**src/hw/aux_irq_defs.svh**
```systemverilog
// Register offsets, field positions and reset values for the aux/irq block
// Operation
// Enabled port-0 pin low sets keypad flag
// Brownout off bit disables detection
// Irq mode picks interrupt instead of reset
// Sleep-only bit powers detector in power-down
// Power-down with detection starts RC oscillator
// Soft reset bit resets whole chip
// Bank select routes pointer operations
// Global gate blocks every interrupt source; here it gates every o_irq_req bit but not the event o_irq output
// Brownout interrupt enable bit
// Serial, timer and external interrupt enables
// Keypad pin enable, one bit per pin
// Reserved bits read zero, ignore writes
// Request equals flag, enable and gate
`ifndef AUX_IRQ_DEFS_SVH
`define AUX_IRQ_DEFS_SVH
`define OFS_AUX_ONE 8'ha2
`define OFS_KEYPAD_EN 8'ha1
`define OFS_IRQ_EN 8'ha8
`define OFS_SLAVE_ADDR 8'ha9
`define OFS_EVT_STATUS 8'hb0
`define OFS_EVT_MASK 8'hb4
`define BIT_KEY_FLAG 7
`define BIT_BO_OFF 6
`define BIT_BO_IRQ 5
`define BIT_LPB 4
`define BIT_SOFT_RST 3
`define BIT_BANK_SEL 0
`define BIT_GATE 7
`define BIT_BO_IRQ_EN 5
`define AUX_WMASK 8'hf9
`define AUX_RMASK 8'hf1
`define IRQEN_WMASK 8'hbf
`define RST_BYTE 8'h00
`define EVT_KEYPAD 0
`define EVT_BROWNOUT 1
`define EVT_SOFT_RST 2
`define EVT_WMASK 8'h07
`define RESP_OKAY 2'b00
`define RESP_SLVERR 2'b10
`endif

```
**src/hw/aux_irq_pkg.sv**
```systemverilog
// Types for the aux/irq block
package aux_irq_pkg;
  typedef struct packed {
    logic [7:0] addr;
    logic [31:0] data;
    logic [3:0] strb;
  } wr_req_s;
  typedef struct packed {
    logic [5:0] req;
    logic brownout_reset;
    logic detector_power;
    logic rc_osc_on;
  } core_ctl_s;
endpackage

```
**src/hw/aux_irq_regs.sv**
```systemverilog
// Aux control, keypad enable and interrupt enable registers on AXI4-Lite
//
// The implementer's own choice: the AXI4-Lite interface to the registers.
`include "aux_irq_defs.svh"
module aux_irq_regs (
  // Clock and reset
  input wire logic i_core_clk,
  input wire logic i_sys_rst,
  // AXI4-Lite write
  input wire logic [7:0] i_awaddr,
  input wire logic i_awvalid,
  output logic o_awready,
  input wire logic [31:0] i_wdata,
  input wire logic [3:0] i_wstrb,
  input wire logic i_wvalid,
  output logic o_wready,
  output logic [1:0] o_bresp,
  output logic o_bvalid,
  input wire logic i_bready,
  // AXI4-Lite read
  input wire logic [7:0] i_araddr,
  input wire logic i_arvalid,
  output logic o_arready,
  output logic [31:0] o_rdata,
  output logic [1:0] o_rresp,
  output logic o_rvalid,
  input wire logic i_rready,
  // Pins and core status
  input wire logic [7:0] i_port0_pins,
  input wire logic i_brownout_flag,
  input wire logic i_power_down,
  input wire logic [4:0] i_src_flags,
  // Core controls
  output logic [5:0] o_irq_req,
  output logic o_chip_reset,
  output logic o_detector_power,
  output logic o_rc_osc_on,
  output logic o_pointer_bank_select,
  output logic o_irq
);
  // Pin inputs through two flops before any use
  logic [7:0] p0_s1_r, p0_s2_r;
  // Pin flops carry no reset; they flush within two cycles anyway
  logic bflag_s1_r, bflag_s2_r, pd_s1_r, pd_s2_r;
  always_ff @(posedge i_core_clk) begin
    p0_s1_r <= i_port0_pins;
    p0_s2_r <= p0_s1_r;
    bflag_s1_r <= i_brownout_flag;
    bflag_s2_r <= bflag_s1_r;
    pd_s1_r <= i_power_down;
    pd_s2_r <= pd_s1_r;
  end

  // Registers
  logic [7:0] aux_r, aux_nxt, kpe_r, kpe_nxt, sad_r, sad_nxt;
  logic [7:0] irqen_r, irqen_nxt;
  logic [7:0] sts_r, sts_nxt, msk_r, msk_nxt;
  logic aw_hold_r, aw_hold_nxt, w_hold_r, w_hold_nxt, bvalid_r, bvalid_nxt;
  logic [7:0] awaddr_r, awaddr_nxt;
  logic [31:0] wdata_r, wdata_nxt;
  logic [1:0] bresp_r, bresp_nxt, rresp_r, rresp_nxt;
  logic rvalid_r, rvalid_nxt;
  logic [31:0] rdata_r, rdata_nxt;
  logic soft_rst_r, soft_rst_nxt;
  logic awready_r, wready_r, arready_r, chip_rst_r;
  aux_irq_pkg::core_ctl_s ctl_r, ctl_nxt;
  aux_irq_pkg::wr_req_s wr;
  logic do_wr, keypad_hit, bo_irq_evt, bo_act;
  logic [7:0] wbyte;

  // Ready flags registered from the next hold and valid state
  assign o_awready = awready_r;
  assign o_wready = wready_r;
  assign o_arready = arready_r;

  always_comb begin
    aw_hold_nxt = aw_hold_r;
    w_hold_nxt = w_hold_r;
    awaddr_nxt = awaddr_r;
    wdata_nxt = wdata_r;
    if (i_awvalid && o_awready) begin
      aw_hold_nxt = 1'b1;
      awaddr_nxt = i_awaddr;
    end
    if (i_wvalid && o_wready) begin
      w_hold_nxt = 1'b1;
      wdata_nxt = i_wdata;
    end
    wr.addr = aw_hold_r ? awaddr_r : i_awaddr;
    wr.data = w_hold_r ? wdata_r : i_wdata;
    wr.strb = i_wstrb;
    do_wr = (aw_hold_nxt && w_hold_nxt) && !bvalid_r && wr.strb[0];
    if (aw_hold_nxt && w_hold_nxt && !bvalid_r) begin
      aw_hold_nxt = 1'b0;
      w_hold_nxt = 1'b0;
    end
    wbyte = wr.data[7:0];
  end

  always_comb begin
    aux_nxt = aux_r;
    kpe_nxt = kpe_r;
    irqen_nxt = irqen_r;
    sad_nxt = sad_r;
    msk_nxt = msk_r;
    soft_rst_nxt = 1'b0;
    bvalid_nxt = bvalid_r;
    bresp_nxt = bresp_r;
    if (bvalid_r && i_bready)
      bvalid_nxt = 1'b0;
    if (aw_hold_r || (i_awvalid && o_awready)) begin
      if ((w_hold_r || (i_wvalid && o_wready)) && !bvalid_r) begin
        bvalid_nxt = 1'b1;
        bresp_nxt = `RESP_OKAY;
        case (wr.addr)
          `OFS_AUX_ONE, `OFS_KEYPAD_EN, `OFS_IRQ_EN, `OFS_SLAVE_ADDR,
          `OFS_EVT_STATUS, `OFS_EVT_MASK: bresp_nxt = `RESP_OKAY;
          default: bresp_nxt = `RESP_SLVERR;
        endcase
      end
    end
    if (do_wr) begin
      case (wr.addr)
        `OFS_AUX_ONE: begin
          // Flag only clears from software; reserved bits stay zero
          aux_nxt = (wbyte & `AUX_WMASK & `AUX_RMASK) |
            (aux_r & ~(`AUX_WMASK & `AUX_RMASK));
          soft_rst_nxt = wbyte[`BIT_SOFT_RST];
        end
        `OFS_KEYPAD_EN: kpe_nxt = wbyte;
        `OFS_IRQ_EN: irqen_nxt = wbyte & `IRQEN_WMASK;
        `OFS_SLAVE_ADDR: sad_nxt = wbyte;
        `OFS_EVT_MASK: msk_nxt = wbyte & `EVT_WMASK;
        default: ;
      endcase
    end
    // Set wins over a software clear in the same cycle
    keypad_hit = |(~p0_s2_r & kpe_r);
    if (keypad_hit)
      aux_nxt[`BIT_KEY_FLAG] = 1'b1;
    // Brownout acts only while detection is on
    bo_act = !aux_r[`BIT_BO_OFF] && bflag_s2_r;
    bo_irq_evt = bo_act && aux_r[`BIT_BO_IRQ];
    sts_nxt = sts_r;
    if (do_wr && wr.addr == `OFS_EVT_STATUS)
      sts_nxt = sts_r & ~(wbyte & `EVT_WMASK);
    if (keypad_hit)
      sts_nxt[`EVT_KEYPAD] = 1'b1;
    if (bo_irq_evt)
      sts_nxt[`EVT_BROWNOUT] = 1'b1;
    if (soft_rst_r)
      sts_nxt[`EVT_SOFT_RST] = 1'b1;
    if (i_sys_rst) begin
      aux_nxt = `RST_BYTE;
      kpe_nxt = `RST_BYTE;
      irqen_nxt = `RST_BYTE;
      sad_nxt = `RST_BYTE;
      msk_nxt = `RST_BYTE;
      sts_nxt = `RST_BYTE;
      soft_rst_nxt = 1'b0;
      bvalid_nxt = 1'b0;
      bresp_nxt = `RESP_OKAY;
    end
  end

  // Read channel
  always_comb begin
    rvalid_nxt = rvalid_r;
    rdata_nxt = rdata_r;
    rresp_nxt = rresp_r;
    if (rvalid_r && i_rready)
      rvalid_nxt = 1'b0;
    if (i_arvalid && o_arready) begin
      rvalid_nxt = 1'b1;
      rresp_nxt = `RESP_OKAY;
      rdata_nxt = 32'h0000_0000;
      case (i_araddr)
        `OFS_AUX_ONE: rdata_nxt[7:0] = aux_r & `AUX_RMASK;
        `OFS_KEYPAD_EN: rdata_nxt[7:0] = kpe_r;
        `OFS_IRQ_EN: rdata_nxt[7:0] = irqen_r & `IRQEN_WMASK;
        `OFS_SLAVE_ADDR: rdata_nxt[7:0] = sad_r;
        `OFS_EVT_STATUS: rdata_nxt[7:0] = sts_r;
        `OFS_EVT_MASK: rdata_nxt[7:0] = msk_r;
        default: rresp_nxt = `RESP_SLVERR;
      endcase
    end
    if (i_sys_rst) begin
      rvalid_nxt = 1'b0;
      rdata_nxt = 32'h0000_0000;
      rresp_nxt = `RESP_OKAY;
    end
  end

  // Core-facing controls, all registered
  always_comb begin
    for (int n = 0; n < 5; n++) begin
      ctl_nxt.req[n] = i_src_flags[n] & irqen_r[n] &
        irqen_r[`BIT_GATE];
    end
    // Brownout only requests an interrupt in irq mode
    ctl_nxt.req[5] = bo_irq_evt & irqen_r[`BIT_BO_IRQ_EN] &
      irqen_r[`BIT_GATE];
    ctl_nxt.brownout_reset = bo_act && !aux_r[`BIT_BO_IRQ];
    ctl_nxt.detector_power = !aux_r[`BIT_BO_OFF] &&
      (!aux_r[`BIT_LPB] || pd_s2_r);
    ctl_nxt.rc_osc_on = !aux_r[`BIT_BO_OFF] && pd_s2_r;
    if (i_sys_rst)
      ctl_nxt = '0;
  end

  always_ff @(posedge i_core_clk) begin
    aw_hold_r <= i_sys_rst ? 1'b0 : aw_hold_nxt;
    w_hold_r <= i_sys_rst ? 1'b0 : w_hold_nxt;
    awaddr_r <= awaddr_nxt;
    wdata_r <= wdata_nxt;
    aux_r <= aux_nxt;
    kpe_r <= kpe_nxt;
    irqen_r <= irqen_nxt;
    sad_r <= sad_nxt;
    sts_r <= sts_nxt;
    msk_r <= msk_nxt;
    soft_rst_r <= soft_rst_nxt;
    bvalid_r <= bvalid_nxt;
    bresp_r <= bresp_nxt;
    rvalid_r <= rvalid_nxt;
    rdata_r <= rdata_nxt;
    rresp_r <= rresp_nxt;
    ctl_r <= ctl_nxt;
    o_irq <= i_sys_rst ? 1'b0 : |(sts_nxt & msk_nxt);
    // Every port leaves from a flop, so no glitch reaches the core
    awready_r <= i_sys_rst ? 1'b1 : !aw_hold_nxt && !bvalid_nxt;
    wready_r <= i_sys_rst ? 1'b1 : !w_hold_nxt && !bvalid_nxt;
    arready_r <= i_sys_rst ? 1'b1 : !rvalid_nxt;
    chip_rst_r <= soft_rst_nxt | ctl_nxt.brownout_reset;
  end

  assign o_bvalid = bvalid_r;
  assign o_bresp = bresp_r;
  assign o_rvalid = rvalid_r;
  assign o_rdata = rdata_r;
  assign o_rresp = rresp_r;
  assign o_irq_req = ctl_r.req;
  // Soft reset is a one-cycle pulse, widened by the chip reset tree
  assign o_chip_reset = chip_rst_r;
  assign o_detector_power = ctl_r.detector_power;
  assign o_rc_osc_on = ctl_r.rc_osc_on;
  assign o_pointer_bank_select = aux_r[`BIT_BANK_SEL];

  // Assertions
  a_gate_blocks_all: assert property (@(posedge i_core_clk)
    disable iff (i_sys_rst) !irqen_r[`BIT_GATE] |=> o_irq_req == 6'h00)
    else $error("request passed closed gate");
  a_keypad_sets_flag: assert property (@(posedge i_core_clk)
    disable iff (i_sys_rst) keypad_hit |=> aux_r[`BIT_KEY_FLAG])
    else $error("keypad flag not set");
  a_flag_holds: assert property (@(posedge i_core_clk)
    disable iff (i_sys_rst) aux_r[`BIT_KEY_FLAG] && !do_wr |=>
    aux_r[`BIT_KEY_FLAG]) else $error("keypad flag lost");
  a_status_keypad: assert property (@(posedge i_core_clk)
    disable iff (i_sys_rst) keypad_hit |=> sts_r[`EVT_KEYPAD])
    else $error("keypad status not set");
  a_bo_off_quiet: assert property (@(posedge i_core_clk)
    disable iff (i_sys_rst) aux_r[`BIT_BO_OFF] |=> !ctl_r.brownout_reset
    && !ctl_r.req[5]) else $error("brownout acted while off");
  a_bo_off_idle: assert property (@(posedge i_core_clk)
    disable iff (i_sys_rst) aux_r[`BIT_BO_OFF] |=> !o_detector_power &&
    !o_rc_osc_on) else $error("detector powered while off");
  a_bo_mode_reset: assert property (@(posedge i_core_clk)
    disable iff (i_sys_rst) aux_r[`BIT_BO_IRQ] |=> !ctl_r.brownout_reset)
    else $error("reset in irq mode");
  a_bo_reset_mode: assert property (@(posedge i_core_clk)
    disable iff (i_sys_rst) bo_act && !aux_r[`BIT_BO_IRQ] |=> o_chip_reset)
    else $error("no brownout reset");
  a_sleep_power: assert property (@(posedge i_core_clk)
    disable iff (i_sys_rst) aux_r[`BIT_LPB] && !pd_s2_r |=>
    !o_detector_power) else $error("detector on in run");
  a_rc_osc_run: assert property (@(posedge i_core_clk)
    disable iff (i_sys_rst) !aux_r[`BIT_BO_OFF] && pd_s2_r |=> o_rc_osc_on)
    else $error("rc oscillator off");
  a_soft_reset: assert property (@(posedge i_core_clk)
    disable iff (i_sys_rst) do_wr && wr.addr == `OFS_AUX_ONE &&
    wbyte[`BIT_SOFT_RST] |=> o_chip_reset) else $error("no soft reset");
  a_soft_pulse: assert property (@(posedge i_core_clk)
    disable iff (i_sys_rst) soft_rst_r |=> !soft_rst_r)
    else $error("soft reset longer than one cycle");
  a_bo_req_path: assert property (@(posedge i_core_clk)
    disable iff (i_sys_rst) bo_irq_evt && irqen_r[`BIT_BO_IRQ_EN] &&
    irqen_r[`BIT_GATE] |=> o_irq_req[5]) else $error("brownout irq lost");
  a_reserved_zero: assert property (@(posedge i_core_clk)
    disable iff (i_sys_rst) (aux_r[2:1] == 2'b00) && !irqen_r[6])
    else $error("reserved bit set");
  a_req_formed: assert property (@(posedge i_core_clk)
    disable iff (i_sys_rst) 1'b1 |=> o_irq_req[4:0] ==
    ($past(i_src_flags) & $past(irqen_r[4:0]) & {5{$past(irqen_r[7])}}))
    else $error("request mismatch");
  a_irq_level: assert property (@(posedge i_core_clk)
    disable iff (i_sys_rst) 1'b1 |=> o_irq == $past(|(sts_nxt & msk_nxt)))
    else $error("irq level mismatch");

  // Covers for the main scenarios
  c_keypad: cover property (@(posedge i_core_clk) keypad_hit);
  c_bo_irq: cover property (@(posedge i_core_clk) ctl_r.req[5]);
  c_bo_reset: cover property (@(posedge i_core_clk) ctl_r.brownout_reset);
  c_soft_rst: cover property (@(posedge i_core_clk) soft_rst_r);
  c_irq: cover property (@(posedge i_core_clk) o_irq);
endmodule

```
**config.mk**
```make
export PLATFORM = sky130hd
export DESIGN_NAME = aux_irq_regs
export DESIGN_NICKNAME = d
export VERILOG_FILES = /design/src/hw/aux_irq_pkg.sv /design/src/hw/aux_irq_regs.sv
export VERILOG_INCLUDE_DIRS = /design/src /design/src/hw
export SDC_FILE = /design/constraint.sdc
export NUM_CORES = 1
export LEC_CHECK = 0
export ABC_AREA = 1
export BUFFER_PORTS_ARGS = -buffer_cell sky130_fd_sc_hd__buf_2
export CORE_MARGIN = 1.5
export CORE_UTILIZATION = 40
export CTS_CLUSTER_DIAMETER = 200
export DETAILED_ROUTE_END_ITERATION = 8
export PLACE_DENSITY = 0.67
export SLEW_MARGIN = 40
export SYNTH_ARGS = -nofsm -noshare
export SYNTH_HDL_FRONTEND = slang
export SYNTH_SLANG_ARGS = --single-unit
```
**constraint.sdc**
```tcl
create_clock -name i_core_clk -period 1.69 [get_ports i_core_clk]
set_input_delay 0.169 -clock i_core_clk [delete_from_list [all_inputs] [get_ports i_core_clk]]
set_output_delay 0.169 -clock i_core_clk [all_outputs]
set_load 0.01 [all_outputs]
```
* Word-level counts from Yosys, hierarchy flattened
Cells that the tools add are included.
** Word-level totals
- Register bits :: 113
- Bits in latches :: 0
- RAM bits :: 0
- Bits in read-only memories :: 0
- Input port bits :: 74
- Output and inout bits :: 52
- Memories kept :: 0
** Cells by class
- $add $sub $neg :: 0
- $mul :: 0
- Divide/modulo/power cells :: 0
- Magnitude comparators :: 0
- Equality and inequality tests :: 12
- Shift-type cells :: 0
- Mux-type cells :: 31
- Bitwise logic cells :: 19
- Reductions and logical operators :: 40
** Operators by type and width (number)
- $eq 8x8->1 const B :: 12
- $mux 8 :: 9
- $pmux 8 s6 :: 1
- $and 8x8->8 :: 3
- $mux 1 :: 18
- $logic_and 1x1->1 :: 17
- $reduce_or 8->1 :: 2
- $and 1x1->1 :: 12
- $reduce_and 2->1 :: 6
- $reduce_or 6->1 :: 2
- $logic_not 1->1 :: 8
- $not 3->8 :: 1
- $not 8->8 :: 1
- $or 8x4->8 :: 1
- $mux 2 :: 2
- $reduce_bool 2->1 :: 2
- $logic_or 1x1->1 :: 3
- $mux 3 :: 1
- $or 1x1->1 :: 1

* Depth between registers and ports, before layout
Gate-level depths: netlist of the first run.
- Word-level depth :: 11
- Depth in mapped cells :: 14
- Mapped depth without buffers :: 14

* Least setup slack after synthesis of the first run
Ideal clock, no wire load.
- Path type :: register to register
- From :: register w_hold_r
- To :: register irqen_r[7]
- Arrival time :: 1.421 ns
- Setup slack :: 0.152 ns
- Stages on the path, launching flop included :: 11
- Buffers on the path :: 3
- Cells stage by stage :: dfxtp_1 buf_4 inv_4 nand2_1 nand3_4 nor2_8 buf_6 nand3_2 buf_6 o21ai_1 a21oi_1
** On the way
- Longest elaborated chain between the ends :: 5
** Ends and longest elaborated chain
- start, declared :: line aux_irq_regs.sv:58 : logic aw_hold_r, aw_hold_nxt, w_hold_r, w_hold_nxt, bvalid_r, bvalid_nxt;
- start signal, assigned :: line aux_irq_regs.sv:213 : w_hold_r <= i_sys_rst ? 1'b0 : w_hold_nxt;
- $mux 1 :: line aux_irq_regs.sv:85 : if (i_wvalid && o_wready) begin
- $logic_and 1x1->1 (3 in a row) :: line aux_irq_regs.sv:92 : do_wr = (aw_hold_nxt && w_hold_nxt) && !bvalid_r && wr.strb[0];
- $reduce_and 2->1 (no source line)
- end signal, assigned :: line aux_irq_regs.sv:218 : irqen_r <= irqen_nxt;
- end, declared :: line aux_irq_regs.sv:56 : logic [7:0] irqen_r, irqen_nxt;
Parallel ways exist; a longest one is shown, timed or not.
A chain may end at the register's enable or synchronous reset.

* Worst setup path after layout of the first run
- From :: register aw_hold_r
- To :: register irqen_r[0]
** On the way
- Longest elaborated chain between the ends :: 5
** Ends and longest elaborated chain
- start, declared :: line aux_irq_regs.sv:58
- start signal, assigned :: line aux_irq_regs.sv:212 : aw_hold_r <= i_sys_rst ? 1'b0 : aw_hold_nxt;
- parallel branches: the longest is 4 deep, another holds $mux 8
- $reduce_and 2->1 (no source line) (*)
Every way passes the cells marked *.

==> results of run 1 <==
## cell families (layout without fill, tap and decap cells)
family / count (synthesis) / in the layout / synth area share
buf+inv: 121 / 225 / 0.129
simple gates: 222 / 224 / 0.248
other cells: 1 / 26 / 0.000811
flops: 108 / 108 / 0.502
compound gates: 97 / 97 / 0.120
## per-stage QoR
stage | util | cell area [sq um] | instances
after floorplan | - | 4720 | 574
after global placement | 0.462 | 5230 | 784
after detailed placement | 0.462 | 5230 | 784
after CTS | 0.517 | 5850 | 819
after global routing | 0.533 | 6030 | 823
final | 0.533 | 6030 | 823
## worst register-to-register path: stages, from the launching register on
cell and delay, ns:
dfxtp_4 0.43, buf_6 0.15, nand2_2 0.07, nand2_4 0.11
nand3_4 0.09, nor3_4 0.22, buf_6 0.17, nand3_4 0.14
buf_6 0.17, a21oi_2 0.10
## cell type report
| type | instances | share of cell area |
|---|---|---|
| timing repair buffer | 128 | 0.147 |
| clock buffer | 9 | 0.0373 |
| inverter | 81 | 0.0525 |
| clock inverter | 7 | 0.0127 |
| sequential | 108 | 0.386 |
| multi-input combinational | 347 | 0.336 |
| tap | 143 | 0.0297 |
## how the worst max path moves through the flow
| stage | startpoint | end | slack [ns] | depth (start not counted) |
|---|---|---|---|---|
| after global placement | aw_hold_r | irqen_r[3] | -0.1 | 9 |
| after detailed placement | aw_hold_r | irqen_r[2] | -0.17 | 9 |
| after global routing | aw_hold_r | irqen_r[4] | -0.1 | 10 |
| after floorplan | w_hold_r | irqen_r[7] | 0.15 | 10 |
| after CTS | aw_hold_r | irqen_r[3] | -0.03 | 10 |
| final | aw_hold_r | irqen_r[0] | -0.01 | 9 |
## repair_timing
item | 4_1_cts | 5_1_grt
pin swaps | 20 | 21
hold buffers | 11 | 0
gates resized for setup | 43 | 47
cloned | 1 | 1
setup endpoints to repair | 31 | 34
buffers inserted | 7 | 3
endpoints found under the hold margin | 11 | 0
## where the power goes
part / internal [mW] / switching, mW / total, mW / leakage [nW]
Clock: 1.05 / 1.05 / 2.10 / 0.147
Sequential: 2.75 / 0.0714 / 2.82 / 0.906
Combinational: 0.416 / 0.694 / 1.11 / 1.57
Total: 4.22 / 1.82 / 6.04 / 2.62
## routing by layer
| layer | vias up | GRT usage | share of wire |
|---|---|---|---|
| li1 | 1982 | - | - |
| met1 | 1817 | 0.233 | 0.45 |
| met2 | 130 | 0.282 | 0.47 |
| met3 | 29 | 0.0313 | 0.053 |
| met4 | 0 | 0.0991 | 0.034 |
| met5 | - | 0 | 0 |
## layout by cell type, fill, tap and decap left out, types with 15 or more instances in the layout
cell      synthesis  layout
buf_4            27      29
o21ai_0          27      15
nor2_1           49      45
nand2_1          95      85
dfxtp_1          92      91
nand2_2          13      19
nand3_1          23      22
buf_2             1      72
conb_1            1      26
edfxtp_1         16      16
a21oi_1          38      26
inv_1            76      71
## Yosys cell counts, drive strengths merged
master	instances	area (sq um)
nor2	59	275
o2111ai	4	35.0
clkbuf	5	18.8
nor3	5	41.3
buf	35	272
a31o	1	8.76
nor4	3	31.3
conb	1	3.75
edfxtp	16	480
o221ai	4	35.0
a31oi	3	18.8
nand4	8	80.1
a21oi	40	208
nand2	111	472
o211ai	1	7.51
nand3	28	195
inv	80	303
or2	7	43.8
o22ai	8	50.1
dfxtp	92	1840
o21ai	36	191
clkinv	1	3.75
nor3b	1	7.51
==> impl_metrics.toml, run 1 <==
[placement]
pre_cts_ws_ns = -0.168
dp_hpwl_mm = 7.74
gp_congestion = 0.876
port_buffers = 72

[clocking]
clock-sinks = 108
clkTransAtPathRegs_ns = 0.08
numCtsBuffers = 9
htree_levels = 3
cts_tree = "yes"
clock_latency_ns = 0.36
clockBufferDepth = 2
cts-root-buf = "clkbuf_16"

[timing]
fmax_mhz = 588
hold_violations = 0
finalCritPeriodShare = 1.01
finalWorstSetupSlack_ns = -0.0121
report.final.slew_viol_count = 0
whs_ns = 0.00691
fin_tns_setup_ns = -0.0219
setup_viol = 4
fin_crit_ns = 1.70
rsz0062_at_grt = "yes"
skew_ns = 0.00921

[setup_path]
crit_required_ns = 1.98
arrival_ns = 2.00
path_buf_inv = 3
critPathTopFamily = "simple AND/OR/NAND/NOR gates"
crit_slowest_cell = "dfxtp_4"
ff2ff_path_depth = 9
critPathMostFrequentCell = "buf_6"
crit_path_max_fanout = 7
critPathKind = "register to register"
r2r-end = "irqen_r[0]"
endpoint_kind = "register"
path_cells = "buf_6 -> nand2_2 -> nand2_4 -> nand3_4 -> nor3_4 -> buf_6 -> nand3_4 -> buf_6 -> a21oi_2"
startpoint_type = "register"
critPathMaxStageDelay_ns = 0.43
rr_startpoint = "aw_hold_r"
reg2reg_slack_ns = -0.01

[synthesis]
synthDistinctLibCells = 42
postSynthCellCount = 549
syn_area_sq_um = 4620
synth_seq_area_share = 0.502
synth_warnings = 0
syn_avg_cell_area_sq_um = 8.42
synth_seq_cells = 108

[floorplan]
die_h_microns = 111
fp-row-count = 39
io_pins = 126
fp.dieW_microns = 111
initial_core_util = 0.408
die_area_sq_um = 12200
fp.coreArea_sq_um = 11300

[routing]
remaining_drc_errors = 0
drt_wl_total_mm = 11.1
wire_per_inst_microns = 13.5
drtIter0Drc = 227
dr.pass1.iters = 5
via_per_inst = 4.81
ant_nets = 0
routed-via-count = 3958

[pwr]
powerDensity_nw_per_um2 = 1000
peakVddDrop_uv = 481
p_leak_nw = 2.62
p_total_mw = 6.04

[hold_path]
holdPathStages = 1
min_path_type = "input port to register"
hp-start = "i_awaddr[0]"
hold_end = "awaddr_r[0]"

[global_routing]
grt_pass1_wl_mm = 17.6
grt_pass1_vias = 3735
grt_max_degree = 32
antenna_found_initial = 0
grt_use_total = 0.179
overflow = 0

[cells_and_area]
diodes = 0
fillers = 1017
synthToLayoutAreaGrowth_pct = 30.5
drive_above_1_share = 0.340
multi_input_area_sq_um = 2020
seqCellArea_sq_um = 2330
nNetsFinal = 749

[status]
violations = "negative setup slack"
status = "complete, but fails checks"

[flow_run]
max_cap_viol_count = 0
Power figures use the tool's default switching activity.
==> inputs of run 2 (changes only) <==
- CELL_PAD_IN_SITES_DETAIL_PLACEMENT: not set -> 0
- CELL_PAD_IN_SITES_GLOBAL_PLACEMENT: not set -> 1
- CORE_UTILIZATION: 40 -> 38
- GPL_TIMING_DRIVEN: not set -> 0
- PLACE_DENSITY: 0.67 -> 0.82
- SKIP_CTS_REPAIR_TIMING: not set -> 1
==> run 2 against run 1 <==
- the flow still finishes with violations (negative setup slack)
- non-clock buffer count is 12 higher
- sequential share of layout area is 0.30 points higher
- worst setup slack worse by 0.063 ns
- clock power is 5% higher
- final area is 0.77% lower
- via count is 1.6% lower
- flip-flop and latch count stayed put
- clock skew hardly changed
- global-route usage is 0.75 points lower
- sequential power hardly changed
- routed wire length is 0.66% higher
==> impl_metrics.toml, run 2 (synthesized netlist as in run 1, its figures left out) <==
[cells_and_area]
multi_input_area_sq_um = 1900
nNetsFinal = 759
fillers = 1173
drive_above_1_share = 0.300
seqCellArea_sq_um = 2330
final_cell_mix = "91 x dfxtp_1, 89 x nand2_1, 75 x inv_1"
synthToLayoutAreaGrowth_pct = 29.5
final_core_util = 0.501
diodes = 0
layout_commonest_cell = "dfxtp_1"

[routing]
drt_wl_total_mm = 11.2
routed-wl-met3_microns = 569
wl_met1_mm = 5.18
routed-via-count = 3895
drtIter0Drc = 237
ant_nets = 0
route.met2.wl_mm = 5.27
wire_per_inst_microns = 13.4
remaining_drc_errors = 0
via_per_inst = 4.66
dr.pass1.iters = 4
top_layer = "met4"

[timing]
setup_viol = 11
rsz0062_at_grt = "yes"
hold_violations = 0
finalWorstSetupSlack_ns = -0.0753
skew_ns = 0.00952
worstMarginPinSlew_ns = 0.756
report.final.slew_viol_count = 0
slew_headroom = 0.492
finalCritPeriodShare = 1.04
fmax_mhz = 566
fin_crit_ns = 1.77

[clocking]
htree_levels = 3
clock_latency_ns = 0.35
clockBufferDepth = 2
clkTransAtPathRegs_ns = 0.07
cts_tree = "yes"
numCtsBuffers = 9
clock-sinks = 108
cts-root-buf = "clkbuf_16"

[global_routing]
grt_pass1_wl_mm = 17.2
grt_pass1_vias = 3605
antenna_found_initial = 0
grt_max_degree = 19
grt_use_total = 0.171
overflow = 0

[setup_path]
endpoint_kind = "register"
ff2ff_path_depth = 10
reg2reg_slack_ns = -0.08
arrival_ns = 2.00
rr_startpoint = "aw_hold_r"
crit_path_max_fanout = 10
crit_slowest_cell = "dfxtp_4"
path_cells = "buf_12 -> nand2_4 -> nand2_4 -> inv_2 -> nand3_4 -> nor3_4 -> nand4_4 -> buf_4 -> o21ai_0 -> a21oi_1"
critPathMostFrequentCell = "nand2_4"
critPathKind = "register to register"
critPathTopFamily = "simple AND/OR/NAND/NOR gates"
crit_end = "sad_r[1]"
critPathMaxStageDelay_ns = 0.38
cp-startpoint = "aw_hold_r"
startpoint_type = "register"
crit_cells = 10
path_buf_inv = 3
r2r-end = "sad_r[1]"
crit_required_ns = 1.93

[pwr]
powerDensity_nw_per_um2 = 1020
peakVddDrop_uv = 607
comb_power_share = 0.175
p_int_mw = 4.41
sw_frac_of_total = 0.275
clockPowerShare = 0.363
power_switching_mw = 1.67
p_seq_frac = 0.462
p_leak_nw = 2.67

[floorplan]
fp.dieW_microns = 113
io_pins = 126
fp.coreArea_sq_um = 12000
die_h_microns = 113
initial_core_util = 0.387
fp-row-count = 40
die_area_sq_um = 12800

[flow_run]
max_cap_viol_count = 0

[status]
status = "complete, but fails checks"
violations = "negative setup slack"

[hold_path]
min_path_type = "input port to register"

[placement]
gp_congestion = 0.848
dp_hpwl_mm = 8.10
port_buffers = 71
pre_cts_ws_ns = -0.227
## run 2: metal layers
| layer | track usage | vias to the layer above |
|---|---|---|
| met1 | 0.224 | 1788 |
| met4 | 0.0567 | 0 |
| li1 | - | 1988 |
| met5 | 0 | - |
| met2 | 0.280 | 105 |
| met3 | 0.0402 | 14 |
## run 2: power groups by stage
stage                     sequential [mW]  clock (mW)  combinational (mW)
after global placement               2.86           0               0.848
after global routing                 2.83        2.35                1.17
after CTS                            2.81        2.25               0.871
after floorplan                      2.87           0               0.603
final                                2.81        2.21                1.06
after detailed placement             2.87           0               0.869
## run 2: metrics by stage
step	TNS, ns	power [mW]	instance area, sq um	cells	hold WS [ns]
global route	-1.86	6.35	5990	836	0.00737
global placement	-2.09	3.71	5260	792	0.271
CTS	-1.73	5.92	5570	807	-0.0885
finish	-0.313	6.08	5990	836	0.0142
floorplan	0	3.48	4720	574	0.197
detailed placement	-2.50	3.73	5260	792	0.273
## run 2: cell type report
cell class                      instances  area share
Buffer                                 40      0.0514
Clock buffer                           10      0.0418
Multi-Input combinational cell        345       0.318
Tap cell                              147      0.0307
Clock inverter                          5      0.0107
Sequential cell                       108       0.389
Timing Repair Buffer                  100       0.107
Inverter                               81      0.0520
## run 2: how the worst min path moves through the flow
stage	to	depth (start not counted)	start
2_1_floorplan	bflag_s1_r	0	i_brownout_flag
3_3_place_gp	p0_s1_r[1]	1	i_port0_pins[1]
3_5_place_dp	p0_s1_r[0]	1	i_port0_pins[0]
4_1_cts	p0_s1_r[0]	1	i_port0_pins[0]
5_1_grt	awaddr_r[0]	1	i_awaddr[0]
6_report	wdata_r[2]	1	i_wdata[2]
## run 2: worst reg2reg max path, stage by stage (launching register included)
cell     delay, ns
dfxtp_4       0.38
buf_12        0.15
nand2_4       0.07
nand2_4       0.06
inv_2         0.07
nand3_4       0.09
nor3_4        0.24
nand4_4       0.20
buf_4         0.19
o21ai_0       0.15
a21oi_1       0.06
